`src/design/sscs_pkg.sv`:
```
// Purpose: Shared constants and types of the six-channel sample and convert sequencer.
// Assumes: A 250 MHz system clock.
// Notes: Cycle counts follow from the nominal times and the clock rate.
package sscs_pkg;
	// System clock rate in MHz.
	localparam int unsigned CLK_MHZ = 250;
	// Aperture delay from start edge to hold, in ns, rounded up to whole cycles.
	localparam int unsigned APERTURE_NS = 10;
	localparam int unsigned APERTURE_CYC = (APERTURE_NS * CLK_MHZ + 999) / 1000;
	// Conversion time in microseconds, as a cycle count.
	localparam int unsigned CONV_US = 3;
	localparam int unsigned CONV_CYC = CONV_US * CLK_MHZ;
	// Pair and channel counts.
	localparam int unsigned NUM_PAIRS = 3;
	localparam int unsigned NUM_CHANS = 6;
	// Result code width.
	localparam int unsigned CODE_W = 16;
	// Positions of the synchronised pins.
	localparam int unsigned PIN_START_A = 0;
	localparam int unsigned PIN_START_B = 1;
	localparam int unsigned PIN_START_C = 2;
	localparam int unsigned PIN_SW_MODE = 3;
	localparam int unsigned PIN_RANGE = 4;
	localparam int unsigned NUM_PINS = 5;
	// Reset value of the synchronisers: starts idle high, mode and range low.
	localparam logic [NUM_PINS-1:0] SYNC_RST = 5'h07;
	// Range code: 0 selects plus or minus 4 x reference, 1 selects 2 x reference.
	localparam logic RANGE_4X_REF = 1'h0;
	localparam logic RANGE_2X_REF = 1'h1;
	// Conversion timer states.
	typedef enum logic [1:0] {
		SSCS_IDLE = 2'b00,
		SSCS_APERTURE = 2'b01,
		SSCS_CONVERT = 2'b10
	} sscs_state_t;
endpackage : sscs_pkg

```
`src/design/sscs_conv_if.sv`:
```
// Purpose: Carrier between the sequencer and its conversion timer.
// Assumes: Both ends run on clk_sys_i.
// Notes: start and done are one-cycle pulses; hold and active are levels.
`timescale 1ns/10ps
interface sscs_conv_if;
	logic start;
	logic hold;
	logic done;
	logic active;
	modport ctrl (output start, input hold, input done, input active);
	modport timer (input start, output hold, output done, output active);
endinterface : sscs_conv_if

```
`src/design/sscs_conv_timer.sv`:
```
// Purpose: Times one conversion: aperture delay, then hold until the conversion ends.
// Assumes: start arrives only while the timer is idle.
// Notes: From the cycle after start up to and including done is CONV_CYCLES cycles.
`timescale 1ns/10ps
module sscs_conv_timer
	import sscs_pkg::*;
#(
	parameter int unsigned APERTURE_CYCLES = APERTURE_CYC,
	parameter int unsigned CONV_CYCLES = CONV_CYC,
	parameter int unsigned CNT_W = 12
) (
	// Clock and reset.
	input wire logic clk_sys_i,
	input wire logic srst_i,
	// Link to the sequencer.
	sscs_conv_if.timer conv
);
	sscs_state_t state;
	logic [CNT_W-1:0] cnt;

	generate
		if (APERTURE_CYCLES < 1 || APERTURE_CYCLES >= CONV_CYCLES) begin : g_bad_timing
			$error("Aperture must be at least one cycle and shorter than the conversion.");
		end
		if (CONV_CYCLES > (2 ** CNT_W)) begin : g_bad_cnt
			$error("Counter too narrow for the conversion count.");
		end
	endgenerate

	always_ff @(posedge clk_sys_i) begin
		if (srst_i) begin
			state <= SSCS_IDLE;
			cnt <= '0;
		end else begin
			case (state)
				SSCS_IDLE: begin
					cnt <= '0;
					if (conv.start) begin
						state <= SSCS_APERTURE;
					end
				end
				SSCS_APERTURE: begin
					cnt <= cnt + 1'b1;
					if (cnt == CNT_W'(APERTURE_CYCLES - 1)) begin
						state <= SSCS_CONVERT; // [RQ9]
					end
				end
				SSCS_CONVERT: begin
					cnt <= cnt + 1'b1;
					if (cnt == CNT_W'(CONV_CYCLES - 1)) begin
						state <= SSCS_IDLE; // [RQ5]
					end
				end
				default: begin
					state <= SSCS_IDLE;
				end
			endcase
		end
	end

	// The internal cycle count alone times the conversion.
	assign conv.hold = (state == SSCS_CONVERT); // [RQ9]
	assign conv.done = (state == SSCS_CONVERT) && (cnt == CNT_W'(CONV_CYCLES - 1)); // [RQ5]
	assign conv.active = (state != SSCS_IDLE);
endmodule : sscs_conv_timer

```
`src/design/sscs_sequencer.sv`:
```
// Purpose: Conversion sequencing for three channel pairs of a six-channel converter.
// Assumes: Start, mode and range pins are asynchronous; other inputs share clk_sys_i.
// Notes: The core delivers offset-binary codes that are valid when a conversion ends.
// What this block does
// RQ1: Three start inputs, one per channel pair.
// RQ2: Common start signal samples all six together.
// RQ3: Rising start edge holds pair, starts conversion.
// RQ4: Busy rises after edge, high while converting.
// RQ5: Internal timing, conversion lasts three microseconds.
// RQ6: Busy falls when conversion completes.
// RQ7: Busy fall returns pairs to track.
// RQ8: Range selects four or two times reference.
// RQ9: Hold follows start edge by 10 ns.
// RQ10: Completed results land in output registers.
// RQ11: Results coded in two's complement.
// RQ12: Reset aborts conversion, clears registers; needs fresh pulse.
// RQ13: Pins pick pairs; software mode starts on A.
// RQ14: Hardware mode samples range pin at busy fall.
// RQ15: Start edges during busy are ignored.
`timescale 1ns/10ps
module sscs_sequencer
	import sscs_pkg::*;
#(
	parameter int unsigned APERTURE_CYCLES = APERTURE_CYC,
	parameter int unsigned CONV_CYCLES = CONV_CYC,
	parameter int unsigned CODE_WIDTH = CODE_W
) (
	// Clock and reset.
	input wire logic clk_sys_i,
	input wire logic srst_i,
	// Start pins, one per channel pair.
	input wire logic pair_a_sample_start_i,
	input wire logic pair_b_sample_start_i,
	input wire logic pair_c_sample_start_i,
	// Mode and range pins.
	input wire logic sw_mode_i,
	input wire logic range_pin_i,
	// Software-mode settings from the control register.
	input wire logic [NUM_PAIRS-1:0] sw_pair_select_i,
	input wire logic [NUM_PAIRS-1:0] range_select_bits_i,
	// Converter core codes, offset binary, channel 1 in the low bits.
	input wire logic [NUM_CHANS*CODE_WIDTH-1:0] core_code_i,
	// Conversion status.
	output logic busy_o,
	output logic [NUM_PAIRS-1:0] pair_hold_o,
	output logic [NUM_PAIRS-1:0] pair_range_o,
	output logic start_ignored_o,
	// Results, two's complement, channel 1 in the low bits.
	output logic [NUM_CHANS*CODE_WIDTH-1:0] result_o,
	output logic result_valid_o
);
	// Counter width covers the whole conversion count.
	localparam int unsigned CNT_W = $clog2(CONV_CYCLES + 1);

	generate
		if (APERTURE_CYCLES < 1 || APERTURE_CYCLES >= CONV_CYCLES) begin : g_bad_timing
			$error("Aperture must be at least one cycle and shorter than the conversion.");
		end
		if (CODE_WIDTH < 2) begin : g_bad_width
			$error("Result codes need at least two bits.");
		end
		if (NUM_CHANS != 2 * NUM_PAIRS) begin : g_bad_pairs
			$error("Every pair must hold exactly two channels.");
		end
		if (PIN_START_C - PIN_START_A + 1 != NUM_PAIRS) begin : g_bad_pins
			$error("Start pin positions must be contiguous, one per pair.");
		end
	endgenerate

	// Synchronised pins, start edges and conversion bookkeeping.
	logic [NUM_PINS-1:0] pins_raw;
	logic [NUM_PINS-1:0] pins_meta;
	logic [NUM_PINS-1:0] pins_sync;
	logic [NUM_PAIRS-1:0] start_prev;
	logic [NUM_PAIRS-1:0] start_rise;
	logic [NUM_PAIRS-1:0] trigger;
	logic [NUM_PAIRS-1:0] pair_active;
	logic busy;
	logic range_latch;
	logic mode_sw;

	// Carrier to the conversion timer.
	sscs_conv_if conv ();

	// Pin order follows the package pin positions.
	assign pins_raw = {range_pin_i, sw_mode_i, pair_c_sample_start_i,
		pair_b_sample_start_i, pair_a_sample_start_i}; // [RQ1]

	// Two-stage synchronisers; starts reset high so a fresh low is needed first.
	genvar gp;
	generate
		for (gp = 0; gp < NUM_PINS; gp++) begin : g_sync
			always_ff @(posedge clk_sys_i) begin
				if (srst_i) begin
					pins_meta[gp] <= SYNC_RST[gp];
					pins_sync[gp] <= SYNC_RST[gp];
				end else begin
					pins_meta[gp] <= pins_raw[gp];
					pins_sync[gp] <= pins_meta[gp];
				end
			end
		end
	endgenerate

	// Previous start levels; reset high so only a low-then-high pulse counts.
	always_ff @(posedge clk_sys_i) begin
		if (srst_i) begin
			start_prev <= '1; // [RQ12]
		end else begin
			start_prev <= pins_sync[PIN_START_C:PIN_START_A];
		end
	end

	// A start edge is a synchronised high that was low one cycle earlier.
	assign start_rise = pins_sync[PIN_START_C:PIN_START_A] & ~start_prev; // [RQ3]
	assign mode_sw = pins_sync[PIN_SW_MODE];

	// Hardware mode: each pin starts its pair. Software mode: pair A starts the selection.
	always_comb begin
		if (mode_sw) begin
			trigger = start_rise[PIN_START_A] ? sw_pair_select_i : '0; // [RQ13]
		end else begin
			trigger = start_rise; // [RQ13]
		end
	end

	// Pins tied together rise in the same cycle and, in hardware mode, start all pairs at once.
	assign conv.start = (|trigger) && !busy; // [RQ2] [RQ15]

	// Busy rises the cycle after a start is taken and falls after the done cycle.
	always_ff @(posedge clk_sys_i) begin
		if (srst_i) begin
			busy <= 1'b0; // [RQ12]
		end else if (conv.start) begin
			busy <= 1'b1; // [RQ4]
		end else if (conv.done) begin
			busy <= 1'b0; // [RQ6]
		end
	end

	assign busy_o = busy;

	// Pairs taking part in the running conversion; all return to track at busy fall.
	always_ff @(posedge clk_sys_i) begin
		if (srst_i) begin
			pair_active <= '0;
		end else if (conv.start) begin
			pair_active <= trigger; // [RQ3]
		end else if (conv.done) begin
			pair_active <= '0; // [RQ7]
		end
	end

	// Hold shows only after the aperture, and only for pairs that started.
	assign pair_hold_o = conv.hold ? pair_active : '0; // [RQ9] [RQ7]

	// Start edges that arrive while busy are dropped, not queued; this pulse reports one.
	always_ff @(posedge clk_sys_i) begin
		if (srst_i) begin
			start_ignored_o <= 1'b0;
		end else begin
			start_ignored_o <= (|trigger) && busy; // [RQ15]
		end
	end

	// Range pin level at the end of each hardware-mode conversion serves the next one.
	always_ff @(posedge clk_sys_i) begin
		if (srst_i) begin
			range_latch <= RANGE_4X_REF;
		end else if (conv.done && !mode_sw) begin
			range_latch <= pins_sync[PIN_RANGE]; // [RQ14]
		end
	end

	// Each started pair takes its range at the start: the register bit in software mode,
	// the level latched at the last busy fall in hardware mode.
	genvar gr;
	generate
		for (gr = 0; gr < NUM_PAIRS; gr++) begin : g_range
			always_ff @(posedge clk_sys_i) begin
				if (srst_i) begin
					pair_range_o[gr] <= RANGE_4X_REF;
				end else if (conv.start && trigger[gr]) begin
					pair_range_o[gr] <= mode_sw ? range_select_bits_i[gr] : range_latch; // [RQ8]
				end
			end
		end
	endgenerate

	// The timer alone paces the conversion, so no outside conversion clock is needed.
	sscs_conv_timer #(
		.APERTURE_CYCLES(APERTURE_CYCLES),
		.CONV_CYCLES(CONV_CYCLES),
		.CNT_W(CNT_W)
	) u_timer (
		.clk_sys_i(clk_sys_i),
		.srst_i(srst_i),
		.conv(conv)
	);

	// Result registers; flipping the sign bit turns offset binary into two's complement.
	genvar gc;
	generate
		for (gc = 0; gc < NUM_CHANS; gc++) begin : g_result
			always_ff @(posedge clk_sys_i) begin
				if (srst_i) begin
					result_o[gc*CODE_WIDTH +: CODE_WIDTH] <= '0; // [RQ12]
				end else if (conv.done && pair_active[gc/2]) begin
					result_o[gc*CODE_WIDTH +: CODE_WIDTH] <= {
						~core_code_i[gc*CODE_WIDTH + CODE_WIDTH - 1],
						core_code_i[gc*CODE_WIDTH +: CODE_WIDTH-1]}; // [RQ10] [RQ11]
				end
			end
		end
	endgenerate

	// Valid pulses once, in the first cycle of new results with busy low.
	always_ff @(posedge clk_sys_i) begin
		if (srst_i) begin
			result_valid_o <= 1'b0;
		end else begin
			result_valid_o <= conv.done; // [RQ10]
		end
	end
endmodule : sscs_sequencer

```
`config.mk`:
```
export PLATFORM = sky130hd
export DESIGN_NAME = sscs_sequencer
export DESIGN_NICKNAME = d
export VERILOG_FILES = /design/src/design/sscs_pkg.sv /design/src/design/sscs_conv_if.sv /design/src/design/sscs_conv_timer.sv /design/src/design/sscs_sequencer.sv
export SDC_FILE = /design/constraint.sdc
export NUM_CORES = 1
export LEC_CHECK = 0
export ABC_AREA = 1
export BUFFER_PORTS_ARGS = -buffer_cell sky130_fd_sc_hd__buf_2
export CAP_MARGIN = 20
export CORE_MARGIN = 5
export CORE_UTILIZATION = 54
export CTS_BUF_LIST = sky130_fd_sc_hd__clkbuf_4 sky130_fd_sc_hd__clkbuf_8
export CTS_CLUSTER_SIZE = 28
export DETAILED_ROUTE_END_ITERATION = 16
export PLACE_DENSITY = 0.95
export SLEW_MARGIN = 20
export SYNTH_ARGS = -nofsm -noshare
export SYNTH_HDL_FRONTEND = slang
export SYNTH_SLANG_ARGS = --single-unit
```
`constraint.sdc`:
```
create_clock -name clk_sys_i -period 3.4 [get_ports clk_sys_i]
set_input_delay 0.68 -clock clk_sys_i [delete_from_list [all_inputs] [get_ports clk_sys_i]]
set_output_delay 0.68 -clock clk_sys_i [all_outputs]
set_load 0.005 [all_outputs]
```
Yosys cells after proc, flatten, opt, wreduce, memory -nomap -nowiden
Index checks and enable logic that the tools add are counted.

Bitwise logic cells: 8. $add $sub $neg: 1. Reduce and logical (&&, ||, !) cells: 18. Mux-type cells: 15. Equality and inequality tests: 7.

Operators with widths (count): $pmux 10 s2 (1); $mux 3 (5); $add 10x1->10 const B (1); $eq 10x10->1 const B (1); $eq 10x2->1 const B (1); $logic_and 1x1->1 (10); $mux 2 (3); $not 1->1 (6); $pmux 2 s3 (1); $mux 1 (5); $ne 2x1->1 const B (2); $reduce_bool 2->1 (2); $and 3x3->3 (1); $not 3->3 (1); $reduce_and 3->1 (1); $reduce_or 3->1 (1); $eq 2x1->1 const B (1); $eq 2x2->1 const B (1); $logic_not 1->1 (2); $logic_not 2->1 (1); $ne 2x2->1 const B (1); $reduce_or 2->1 (1).

Bits in registers: 131. Word-level logic and storage cells: 76. Output and inout bits: 105.

Depth between registers and ports, before layout
Gate-level depths: netlist (run 1).

Depth in word-level cells: 8. Gate-level depth with buffers: 11. Mapped depth without buffers: 11.

Hierarchy
From an unflattened synthesis (run 1), not the netlist that was laid out.

Cells, all modules: 626. Area, all modules: 4868.4 sq um.

Modules (own cells, without submodules): sscs_sequencer (area an instance 4127.7 sq um, sequential area each 2382.3 sq um, cells an instance 518, instances 1); sscs_conv_timer (area an instance 740.7 sq um, sequential area each 240.2 sq um, cells an instance 108, instances 1).

Worst setup path after synthesis (run 1)
No wires, ideal clock.

Kind: register to output. Start point: register u_timer.state[0]. End point: output port pair_hold_o[0]. Path buffers: 0. Stages on the path, launching flop included: 5. Slack: 1.786 ns. Arrival: 0.934 ns. Cells stage by stage: dfxtp_1 -> inv_1 -> ha_1 -> nand2_1 -> inv_1.

Word-level cells in the longest chain between the ends: 2.

Ends and longest elaborated chain: start, declared (RTL line sscs_conv_timer.sv:18) `sscs_state_t state;`; start signal, assigned (RTL line sscs_conv_timer.sv:32) `state <= SSCS_IDLE;`; start signal, assigned (RTL line sscs_conv_timer.sv:39) `state <= SSCS_APERTURE;`; start signal, assigned (RTL line sscs_conv_timer.sv:45) `state <= SSCS_CONVERT;`; $eq 2x2->1 (RTL line sscs_conv_timer.sv:62) `assign conv.hold = (state == SSCS_CONVERT);`; $mux 3 (RTL line sscs_sequencer.sv:155) `assign pair_hold_o = conv.hold ? pair_active : '0;`; end, declared (RTL line sscs_sequencer.sv:45) `output logic [NUM_PAIRS-1:0] pair_hold_o,`.

No other way between the ends.

Worst setup path in the final report (run 1)
Start point: register u_timer.state[0]. End point: output port pair_hold_o[2].

Same word-level chain as after synthesis.

==> impl_metrics.sql, run 1 <==
INSERT INTO impl_metrics (metric_group, metric, value, unit) VALUES
('run_status', 'result_of_the_run', 'finished clean', ''),
('global_routing', 'grt_pass1_wl', '20.9', 'mm'),
('timing', 'finalWorstPathRequiredPeriod', '2.27', 'ns'),
('finish', 'final_stage_net_count', '943', ''),
('clock_tree', 'clock_buffer_depth', '2', ''),
('critical_path', 'reg2reg_to', 'result_o[8]', ''),
('clock_tree', 'cts_buffers', '17', ''),
('critical_path', 'worst_r2r_startpoint', 'u_timer.cnt[0]', ''),
('die', 'core_area', '9330', 'µm²'),
('finish', 'mostFrequentLayoutCell', 'buf_2', ''),
('finish', 'final_cell_mix', 'buf_2 (213), dfxtp_1 (131), nor2_1 (116)', ''),
('min_path', 'hold_depth', '2', ''),
('drt', 'dr_total_vias', '4718', ''),
('timing', 'clock-skew-final', '0.0136', 'ns'),
('clock_tree', 'htree_levels', '4', ''),
('critical_path', 'timing.critical_path.mode_cell', 'inv_1', ''),
('critical_path', 'r2r_cells', '8', ''),
('finish', 'final_core_util', '0.709', ''),
('critical_path', 'cp_cell_sequence', 'inv_1 > ha_1 > nand2_1 > inv_1 > buf_2', ''),
('synth', 'synth_area_per_cell', '8.35', 'µm²'),
('placement', 'dpl_cell_area', '6190', 'µm²'),
('die', 'floorplan.rows', '35', ''),
('job', 'max_cap_viol_count', '0', ''),
('critical_path', 'critical_path.max_fanout', '6', ''),
('die', 'floorplan.io_pins', '214', ''),
('synth', 'synthesis.instances', '623', ''),
('global_routing', 'gr-usage-all-layers', '0.222', ''),
('min_path', 'worstHoldPathType', 'reg2reg', ''),
('synth', 'syn_nets', '740', ''),
('clock_tree', 'worst_setup_hold_path_clk_slew', '0.08', 'ns'),
('timing', 'setup_tns_after_final_layout', '0', 'ns'),
('synth', 'synth_cell_types', '25', ''),
('power', 'ir_worst_vdd', '0.374', 'mV'),
('min_path', 'min_delay_worst_endpoint', 'pins_sync[4]', ''),
('critical_path', 'worstSetupStartpointType', 'flip-flop', ''),
('placement', 'hpwlAfterDp', '9.54', 'mm'),
('min_path', 'hold_start', 'pins_meta[4]', ''),
('timing', 'fmax', '440', 'MHz'),
('drt', 'viasPerCell', '4.88', ''),
('die', 'starting_density_of_the_core', '0.557', ''),
('global_routing', 'maximum_number_of_pins_on_one_net_before_global_route_repair', '66', ''),
('finish', 'finalInstanceArea', '6620', 'µm²'),
('clock_tree', 'holdBufCountCts', '0', ''),
('global_routing', 'global_route.overflow_total', '0', ''),
('drt', 'antenna_left', '0', ''),
('finish', 'layout-drive-gt1-share', '0.422', ''),
('timing', 'grt_setup_unrepaired', 'false', ''),
('timing', 'slew_violations', '0', ''),
('clock_tree', 'worst_skew_pair.late_latency', '0.41', 'ns'),
('timing', 'worst-slew-pin-transition', '0.794', 'ns'),
('global_routing', 'grt_pass1_vias', '4579', ''),
('critical_path', 'slowest_stage', 'dfxtp_1', ''),
('timing', 'finalSetupViolations', '0', ''),
('die', 'design.die.area', '11700', 'µm²'),
('placement', 'finalWeightedCongestion', '0.865', ''),
('finish', 'num_antenna_cells', '0', ''),
('clock_tree', 'cts_repair_resize_count', '0', ''),
('drt', 'routed_wl', '13.2', 'mm'),
('timing', 'relSlewSlack', '0.470', ''),
('die', 'chipWidth', '108', 'µm'),
('power', 'power_per_cell_area', '486', 'nW/µm²'),
('drt', 'drc_errors', '0', ''),
('placement', 'port-buffer-count', '213', ''),
('synth', 'ys.warnings.count', '0', ''),
('critical_path', 'end_kind', 'output port', ''),
('timing', 'finalHoldViolations', '0', ''),
('clock_tree', 'cts_tree', 'yes', ''),
('critical_path', 'required', '2.72', 'ns'),
('clock_tree', 'clkSinkCount', '131', ''),
('critical_path', 'worst_path_largest_cell_delay', '0.39', 'ns'),
('critical_path', 'reg2reg_slack', '1.14', 'ns');
==> per-layer routing <==
layer,part of all wire,GRT usage
met3,0.086,0.0800
met4,0.011,0.0676
met5,0,0
met2,0.49,0.377
met1,0.42,0.262
==> stage by stage <==
| step | worst slack (ns) | std cells |
|---|---|---|
| 6_report | 1.13 | 966 |
| 5_1_grt | 0.938 | 966 |
| 4_1_cts | 1.08 | 966 |
| 3_5_place_dp | 1.13 | 936 |
| 3_3_place_gp | 1.19 | 936 |
| 2_1_floorplan | 1.79 | 623 |
==> final cells by class <==
type	instances	area (µm²)	area share
clock inverters	12	184	0.0278
flip-flops and latches	131	2620	0.396
multi-input cells	423	2180	0.330
well taps	129	161	0.0244
clock buffers	18	241	0.0365
repair buffers	215	1080	0.163
inverters	38	143	0.0216
==> logic make-up (layout without fill, tap and decap cells) <==
| group | count (synthesis) | count (layout) | synth area share |
|---|---|---|---|
| and+or+nand+nor | 287 | 287 | 0.276 |
| buffers and inverters | 69 | 283 | 0.0758 |
| adders and majority gates | 8 | 8 | 0.0193 |
| DFF | 131 | 131 | 0.504 |
| AOI/OAI and AO/OA | 128 | 128 | 0.125 |
==> report_power, final <==
| part | total [mW] | switching [mW] | internal, mW |
|---|---|---|---|
| clock | 1.40 | 0.600 | 0.804 |
| sequential | 1.58 | 0.0218 | 1.56 |
| combinational | 0.234 | 0.137 | 0.0971 |
| total | 3.22 | 0.759 | 2.46 |
==> sequential cells by signal, indices dropped and copies added, names as in the netlist <==
signal,count
start_prev,3
range_latch,1
u_timer.cnt,10
u_timer.state,2
busy_o,1
pair_active,3
result_valid_o,1
mode_sw,1
start_ignored_o,1
pair_range_o,3
pins_meta,5
pins_sync,4
result_o,96
==> how the worst max path moves through the flow <==
stage,from,end,slack (ns),depth (start not counted)
after floorplan,u_timer.state[0],pair_hold_o[0],1.79,4
after global placement,u_timer.cnt[0],result_o[90],1.19,8
after detailed placement,u_timer.cnt[0],result_o[67],1.13,8
after CTS,u_timer.state[0],pair_hold_o[2],1.08,5
after global routing,u_timer.cnt[0],result_o[8],0.94,8
final,u_timer.state[0],pair_hold_o[2],1.13,5
==> synth_stat cells (all sizes together) <==
cell type,number,area share
ha,8,0.019
nor3,7,0.0067
nand4,4,0.0048
a21oi,19,0.018
nand2,43,0.031
inv,38,0.027
dfxtp,131,0.50
nor4,1,0.0012
o21a,1,0.0014
nand3,11,0.013
nor2,212,0.21
a211oi,1,0.0014
clkbuf,13,0.0094
a31oi,2,0.0024
or2,7,0.0084
and2,1,0.0012
o21ai,105,0.10
buf,18,0.039
nand3b,1,0.0014
==> critical path, delay by kind of cell (launching register included) <==
family	cells	cell delay, ns
adders and majority gates	1	0.28
buffers and inverters	3	0.29
DFF	1	0.39
and+or+nand+nor	1	0.24
(Power assumes the default switching activity.)
==> inputs of run 2 (changes only) <==
--- a/config.mk
+++ b/config.mk
@@ -5,15 +5,15 @@
 export SDC_FILE = /design/constraint.sdc
 export NUM_CORES = 1
 export LEC_CHECK = 0
-export ABC_AREA = 1
+export ABC_AREA = 0
 export BUFFER_PORTS_ARGS = -buffer_cell sky130_fd_sc_hd__buf_2
 export CAP_MARGIN = 20
 export CORE_MARGIN = 5
-export CORE_UTILIZATION = 54
+export CORE_UTILIZATION = 44
 export CTS_BUF_LIST = sky130_fd_sc_hd__clkbuf_4 sky130_fd_sc_hd__clkbuf_8
 export CTS_CLUSTER_SIZE = 28
 export DETAILED_ROUTE_END_ITERATION = 16
-export PLACE_DENSITY = 0.95
+export PLACE_DENSITY = 0.87
 export SLEW_MARGIN = 20
 export SYNTH_ARGS = -nofsm -noshare
 export SYNTH_HDL_FRONTEND = slang
==> constraint.sdc (replaced) <==
create_clock -name clk_sys_i -period 1.95 [get_ports clk_sys_i]
set_input_delay 0.39 -clock clk_sys_i [delete_from_list [all_inputs] [get_ports clk_sys_i]]
set_output_delay 0.39 -clock clk_sys_i [all_outputs]
set_load 0.005 [all_outputs]
==> run 2 against run 1 <==
Net effect: die area grew 16%; global-route usage shrank 4.6 points; power grew 77%; count of clock-buffer cells in the layout grew 2; via count shrank 4.5%; sequential share of layout area grew 0.31 points; worst hold slack lost 0.26 ns; clock power grew 96%; sequential cell count is the same; cell area shrank 0.59%; utilization shrank 13 points; first-iteration DRC count grew 33%; highest routed layer unchanged.
==> impl_metrics.sql, run 2 <==
INSERT INTO impl_metrics (metric_group, metric, value, unit) VALUES
('drt', 'viasPerCell', '4.79', ''),
('job', 'max_cap_viol_count', '0', ''),
('timing', 'worst-slew-pin-transition', '0.396', 'ns'),
('synth', 'synth_cell_types', '37', ''),
('critical_path', 'cp_cell_sequence', 'inv_2 > ha_1 > buf_4 > and2_1 > buf_2', ''),
('finish', 'final_cells', '940', ''),
('synth', 'ys_top_cells_by_count', 'nand2_1 (195), dfxtp_1 (131), a21oi_1 (95)', ''),
('die', 'starting_density_of_the_core', '0.444', ''),
('critical_path', 'required', '1.56', 'ns'),
('timing', 'finalWorstPathRequiredPeriod', '1.86', 'ns'),
('drt', 'detailedRoute.firstIterationViolations', '338', ''),
('clock_tree', 'htree_levels', '4', ''),
('placement', 'port-buffer-count', '213', ''),
('clock_tree', 'cts_tree', 'yes', ''),
('placement', 'dpl_cell_area', '5960', 'µm²'),
('global_routing', 'grt_pass1_wl', '19.0', 'mm'),
('timing', 'finalHoldWorstSlack', '0.149', 'ns'),
('timing', 'finalSetupViolations', '0', ''),
('synth', 'async_reset_ff_frac', '0', ''),
('synth', 'syn_nets', '687', ''),
('placement', 'finalWeightedCongestion', '0.803', ''),
('critical_path', 'worstSetupStartpointType', 'flip-flop', ''),
('drt', 'route.detailed.wl_per_inst', '13.9', 'µm'),
('drt', 'dr_total_vias', '4504', ''),
('die', 'design.die.area', '13600', 'µm²'),
('global_routing', 'global_route.overflow_total', '0', ''),
('synth', 'synth_area_per_cell', '8.78', 'µm²'),
('finish', 'num_antenna_cells', '0', ''),
('synth', 'synth_most_common_cell', 'nand2_1', ''),
('drt', 'drt_pass1_iterations', '4', ''),
('synth', 'synthesis.instances', '570', ''),
('finish', 'largest_register', 'result_o', ''),
('timing', 'clock-skew-final', '0.0161', 'ns'),
('clock_tree', 'cts_root_buffer', 'clkbuf_8', ''),
('drt', 'drc_errors', '0', ''),
('synth', 'ys.warnings.count', '0', ''),
('critical_path', 'slowest_stage', 'dfxtp_4', ''),
('synth', 'netlist_top_cells_area', 'dfxtp_1 (52%), nand2_1 (15%), a21oi_1 (9.5%), buf_12 (3.6%), buf_6 (2.9%)', ''),
('critical_path', 'worst_path_largest_cell_delay', '0.37', 'ns'),
('timing', 'fmax', '537', 'MHz'),
('finish', 'largest_reg_flops', '96', ''),
('die', 'chipWidth', '117', 'µm'),
('placement', 'dp.cells', '903', ''),
('finish', 'layout-drive-gt1-share', '0.359', ''),
('synth', 'synth.ff_latch_count', '131', ''),
('synth', 'seq_area_frac_synth', '0.524', ''),
('finish', 'area_delta_synth_final', '31.5', '%'),
('timing', 'finalCritPeriodShare', '0.955', ''),
('power', 'p_leak', '2.88', 'nW'),
('critical_path', 'end_kind', 'output port', ''),
('die', 'core_area', '11300', 'µm²'),
('run_status', 'result_of_the_run', 'finished clean', ''),
('finish', 'largest_registers', 'result_o x96, u_timer.cnt x10, pins_meta x5', ''),
('finish', 'final_core_util', '0.584', ''),
('placement', 'detailedPlace.worstSlack', '0.0664', 'ns'),
('timing', 'setup_slack', '0.0886', 'ns'),
('power', 'power_per_cell_area', '865', 'nW/µm²'),
('die', 'floorplan.rows', '39', ''),
('drt', 'antenna_left', '0', ''),
('critical_path', 'critical_path_arrival', '1.47', 'ns'),
('timing', 'setup_tns_after_final_layout', '0', 'ns'),
('timing', 'slew_violations', '0', ''),
('critical_path', 'timing_worst_setup_path_type', 'reg2out', ''),
('synth', 'synthFlopType', 'dfxtp_1', ''),
('synth', 'synth_edf_count', '0', ''),
('timing', 'relSlewSlack', '0.734', ''),
('global_routing', 'antenna_found_initial', '0', ''),
('critical_path', 'critical_path.max_fanout', '4', ''),
('clock_tree', 'clkSinkCount', '131', ''),
('finish', 'finalInstanceArea', '6580', 'µm²'),
('die', 'die_h', '117', 'µm'),
('synth', 'synth_top_area_frac', '0.524', ''),
('clock_tree', 'worst_setup_hold_path_clk_slew', '0.07', 'ns'),
('clock_tree', 'cts_buffers', '17', ''),
('die', 'floorplan.io_pins', '214', ''),
('global_routing', 'grt_pass1_vias', '4049', ''),
('finish', 'mostFrequentLayoutCell', 'buf_2', ''),
('synth', 'synth_largest_area_cell', 'dfxtp_1', ''),
('drt', 'routed_wl', '13.1', 'mm'),
('min_path', 'worstHoldPathType', 'in2reg', ''),
('finish', 'final_cell_mix', 'buf_2 (212), nand2_1 (195), dfxtp_1 (129)', ''),
('clock_tree', 'worst_skew_pair.late_latency', '0.42', 'ns'),
('global_routing', 'maximum_number_of_pins_on_one_net_before_global_route_repair', '60', ''),
('finish', 'final_stage_net_count', '901', ''),
('power', 'finalPower', '5.69', 'mW'),
('clock_tree', 'clock_buffer_depth', '2', ''),
('global_routing', 'gr-usage-all-layers', '0.176', ''),
('synth', 'post_synth_instance_area', '5000', 'µm²'),
('timing', 'finalHoldViolations', '0', ''),
('placement', 'hpwlAfterDp', '9.35', 'mm'),
('power', 'ir_worst_vdd', '0.553', 'mV');
run 2: changes by cell type after synthesis, sizes merged, moves of 7 or more:
cell	delta
nor2	-187
nand2	+152
o21ai	-101
a21oi	+76
inv	-31
clkbuf	-11
nor2b	+8
nand3	-7
run 2: worst max-delay path, delay by kind of cell, from the launching register on:
kind,cells,cell delay [ns]
AND/OR/NAND/NOR,1,0.17
adder cells (fa/ha/maj),1,0.20
buffers and inverters,3,0.33
flip-flops,1,0.37
run 2: what timing repair did:
action                     CTS  global route
pin swaps                    0             4
resized for setup            1             9
setup endpoints to repair    3            62
setup buffers                0             2
cloned                       0             3
hold buffers                 0             0
run 2: final timing paths:
check	startpoint	to	slack [ns]	cells past startpoint
setup reg to reg	u_timer.state[0]	result_o[80]	0.10	9
setup / recovery	u_timer.state[0]	pair_hold_o[2]	0.09	5
hold reg to reg	pins_meta[1]	pins_sync[1]	0.41	1
hold / removal	core_code_i[15]	result_o[15]	0.15	2
run 2: cell families (layout without fill, tap and decap cells):
group,count (synthesis),after routing,synth area share
adder cells (fa/ha/maj),8,8,0.0200
XOR/XNOR,7,7,0.0123
AND/OR/NAND/NOR,265,265,0.225
buffers and inverters,42,269,0.0918
AO/OA/AOI/OAI,116,116,0.125
flip-flops,131,131,0.524
multiplexers,1,1,0.00200
run 2: metal layers:
layer,global-route usage,routed length (µm),vias to the layer above
li1,-,-,2279
met1,0.211,5270,2053
met2,0.302,6640,156
met3,0.0528,1000,16
met4,0.0589,173,0
met5,0,0,-
run 2: final cells by class:
class	instances	area, µm²
fillers	1017	4690
flip-flops and latches	131	2630
multi-input cells	397	1940
repair buffers	230	1310
clock buffers	20	263
clock inverters	12	226
well taps	143	179
inverters	7	26.3
run 2: power by group:
part / switching (mW) / total [mW] / internal (mW)
clock: 1.03 / 2.75 / 1.72
sequential: 0.0158 / 2.71 / 2.70
combinational: 0.109 / 0.227 / 0.117
==> inputs of run 3 (changes only) <==
--- a/config.mk
+++ b/config.mk
@@ -13,7 +13,7 @@
 export CTS_BUF_LIST = sky130_fd_sc_hd__clkbuf_4 sky130_fd_sc_hd__clkbuf_8
 export CTS_CLUSTER_SIZE = 28
 export DETAILED_ROUTE_END_ITERATION = 16
-export PLACE_DENSITY = 0.87
+export PLACE_DENSITY = 0.88
 export SLEW_MARGIN = 20
 export SYNTH_ARGS = -nofsm -noshare
 export SYNTH_HDL_FRONTEND = slang
==> run 3 against run 2 <==
Net effect: fmax up 0.75%; highest routed layer unchanged; cell count down 0.32%; wire length down 4.6%; critical path type unchanged; via count down 0.51%; cell area down 2.1%; register-to-register slack better by 0.04 ns; die area unchanged; largest cell class unchanged; non-clock buffer count down 3; clock power down 9.5%.
==> impl_metrics.sql, run 3 (synthesized netlist as in run 2, its figures left out) <==
INSERT INTO impl_metrics (metric_group, metric, value, unit) VALUES
('timing', 'finalCritPeriodShare', '0.947', ''),
('drt', 'detailedRoute.firstIterationViolations', '303', ''),
('finish', 'largest_register', 'result_o', ''),
('critical_path', 'critical_path.max_fanout', '4', ''),
('finish', 'finalInstanceArea', '6440', 'µm²'),
('power', 'combinational_power_share', '0.042', ''),
('clock_tree', 'worst_setup_hold_path_clk_slew', '0.07', 'ns'),
('global_routing', 'gr-usage-all-layers', '0.179', ''),
('placement', 'detailedPlace.worstSlack', '0.0730', 'ns'),
('critical_path', 'reg2reg_slack', '0.14', 'ns'),
('critical_path', 'r2r_cells', '9', ''),
('timing', 'finalWorstPathRequiredPeriod', '1.85', 'ns'),
('global_routing', 'maximum_number_of_pins_on_one_net_before_global_route_repair', '74', ''),
('power', 'power_per_cell_area', '844', 'nW/µm²'),
('run_status', 'result_of_the_run', 'finished clean', ''),
('finish', 'largest_reg_flops', '96', ''),
('timing', 'worst-slew-pin-transition', '0.395', 'ns'),
('finish', 'num_antenna_cells', '0', ''),
('timing', 'setup_slack', '0.102', 'ns'),
('placement', 'hpwlAfterDp', '9.22', 'mm'),
('critical_path', 'reg2reg_to', 'result_o[63]', ''),
('clock_tree', 'cts_buffers', '17', ''),
('clock_tree', 'clock_buffer_depth', '2', ''),
('drt', 'dr_total_vias', '4481', ''),
('placement', 'dpl_cell_area', '5970', 'µm²'),
('die', 'design.die.area', '13600', 'µm²'),
('timing', 'slew_violations', '0', ''),
('global_routing', 'grt_pass1_vias', '4204', ''),
('power', 'ir_worst_vdd', '0.594', 'mV'),
('global_routing', 'antenna_found_initial', '0', ''),
('drt', 'route.detailed.wl_per_inst', '13.3', 'µm'),
('power', 'power.clock.fraction', '0.459', ''),
('power', 'p_leak', '2.84', 'nW'),
('finish', 'final_cells', '937', ''),
('finish', 'final_core_util', '0.571', ''),
('die', 'starting_density_of_the_core', '0.444', ''),
('placement', 'port-buffer-count', '213', ''),
('drt', 'drc_errors', '0', ''),
('critical_path', 'worstSetupStartpointType', 'flip-flop', ''),
('finish', 'area_delta_synth_final', '28.6', '%'),
('critical_path', 'required', '1.56', 'ns'),
('die', 'chipWidth', '117', 'µm'),
('drt', 'antenna_left', '0', ''),
('min_path', 'worstHoldPathType', 'in2reg', ''),
('finish', 'final_stage_net_count', '898', ''),
('job', 'max_cap_viol_count', '0', ''),
('power', 'power.switching', '1.10', 'mW'),
('power', 'swShare', '0.203', ''),
('die', 'core_area', '11300', 'µm²'),
('critical_path', 'critical_path_arrival', '1.46', 'ns'),
('finish', 'fillCellCount', '1008', ''),
('timing', 'finalSetupViolations', '0', ''),
('clock_tree', 'holdBufCountCts', '0', ''),
('min_path', 'min_delay_worst_endpoint', 'result_o[79]', ''),
('drt', 'routed_wl', '12.5', 'mm'),
('die', 'floorplan.rows', '39', ''),
('power', 'cellInternalPower', '4.33', 'mW'),
('drt', 'drt_pass1_iterations', '4', ''),
('timing', 'relSlewSlack', '0.737', ''),
('finish', 'layout-drive-gt1-share', '0.349', ''),
('drt', 'viasPerCell', '4.78', ''),
('critical_path', 'end_kind', 'output port', ''),
('clock_tree', 'htree_levels', '4', ''),
('clock_tree', 'cts_tree', 'yes', ''),
('timing', 'fmax', '541', 'MHz'),
('finish', 'largest_registers', 'result_o x96, u_timer.cnt x10, pins_meta x5', ''),
('power', 'seqPwrFrac', '0.499', ''),
('die', 'die_h', '117', 'µm'),
('critical_path', 'worst_r2r_startpoint', 'u_timer.state[0]', ''),
('clock_tree', 'worst_skew_pair.late_latency', '0.42', 'ns'),
('die', 'floorplan.io_pins', '214', ''),
('clock_tree', 'cts_root_buffer', 'clkbuf_8', ''),
('critical_path', 'timing_worst_setup_path_type', 'reg2out', ''),
('clock_tree', 'clkSinkCount', '131', ''),
('finish', 'final_cell_mix', 'buf_2 (212), nand2_1 (195), dfxtp_1 (130)', ''),
('placement', 'finalWeightedCongestion', '0.829', ''),
('min_path', 'hold_depth', '2', ''),
('timing', 'setup_tns_after_final_layout', '0', 'ns'),
('timing', 'finalHoldViolations', '0', ''),
('timing', 'clock-skew-final', '0.00842', 'ns'),
('placement', 'dp.cells', '903', ''),
('min_path', 'hold_start', 'core_code_i[79]', ''),
('finish', 'mostFrequentLayoutCell', 'buf_2', ''),
('global_routing', 'global_route.overflow_total', '0', ''),
('global_routing', 'grt_pass1_wl', '19.2', 'mm');
## run 3: changes by cell type in the layout (fill, tap and decap cells not counted), moves of 2 or more
cell	previous run	this run
and2_1	4	6
clkinvlp_4	2	0
clkbuf_8	18	20
and2_4	3	1
clkinv_2	1	5
clkbuf_16	3	0
a211oi_1	3	6
a211oi_2	3	0
bufinv_16	6	4
## run 3: metrics by stage
step | power (mW) | hold slack, ns
2_1_floorplan | 2.86 | 0.389
3_3_place_gp | 3.00 | 0.390
3_5_place_dp | 3.00 | 0.393
4_1_cts | 5.50 | 0.102
5_1_grt | 5.64 | 0.102
6_report | 5.43 | 0.139
## run 3: power groups by stage
stage	sequential (mW)	combinational (mW)	clock, mW
finish	2.71	0.226	2.49
global route	2.71	0.252	2.68
CTS	2.71	0.225	2.56
detailed placement	2.77	0.224	0
global placement	2.77	0.224	0
floorplan	2.77	0.0963	0
## run 3: worst max-delay path, stage by stage (launching register included)
cell,delay (ns)
dfxtp_2,0.36
inv_1,0.08
ha_2,0.19
buf_4,0.14
and2_1,0.16
buf_2,0.13
## run 3: worst max-delay path by stage
stage               slack, ns             start              to  cells after the start
floorplan                0.27  u_timer.state[0]    result_o[56]                      9
global placement         0.14  u_timer.state[0]    result_o[31]                      8
detailed placement       0.07  u_timer.state[0]    result_o[47]                      8
CTS                      0.04  u_timer.state[0]  pair_hold_o[2]                      5
global route           -0.009  u_timer.state[0]    result_o[47]                      9
finish                   0.10  u_timer.state[0]  pair_hold_o[2]                      5
## run 3: repair_timing
action,in CTS,in global routing
endpoints found under the hold margin,0,0
setup endpoints to repair,3,93
resized for setup,1,2
pin swaps,0,1
buffers inserted,0,2
## run 3: area by class of cell
cell class | count | area (µm²) | share of cell area
clock buffers | 22 | 290 | 0.0451
clock inverters | 10 | 154 | 0.0239
inverters | 7 | 26.3 | 0.00408
multi-input cells | 397 | 1930 | 0.299
flip-flops and latches | 131 | 2620 | 0.408
well taps | 143 | 179 | 0.0278
repair buffers | 227 | 1240 | 0.192
## run 3: layer usage
layer	part of all wire	vias to the layer above	routed length, µm	global-route usage
li1	-	2275	-	-
met1	0.39	2028	4930	0.207
met2	0.49	156	6160	0.301
met3	0.089	22	1110	0.0591
met4	0.023	0	285	0.0795
met5	0	-	0	0
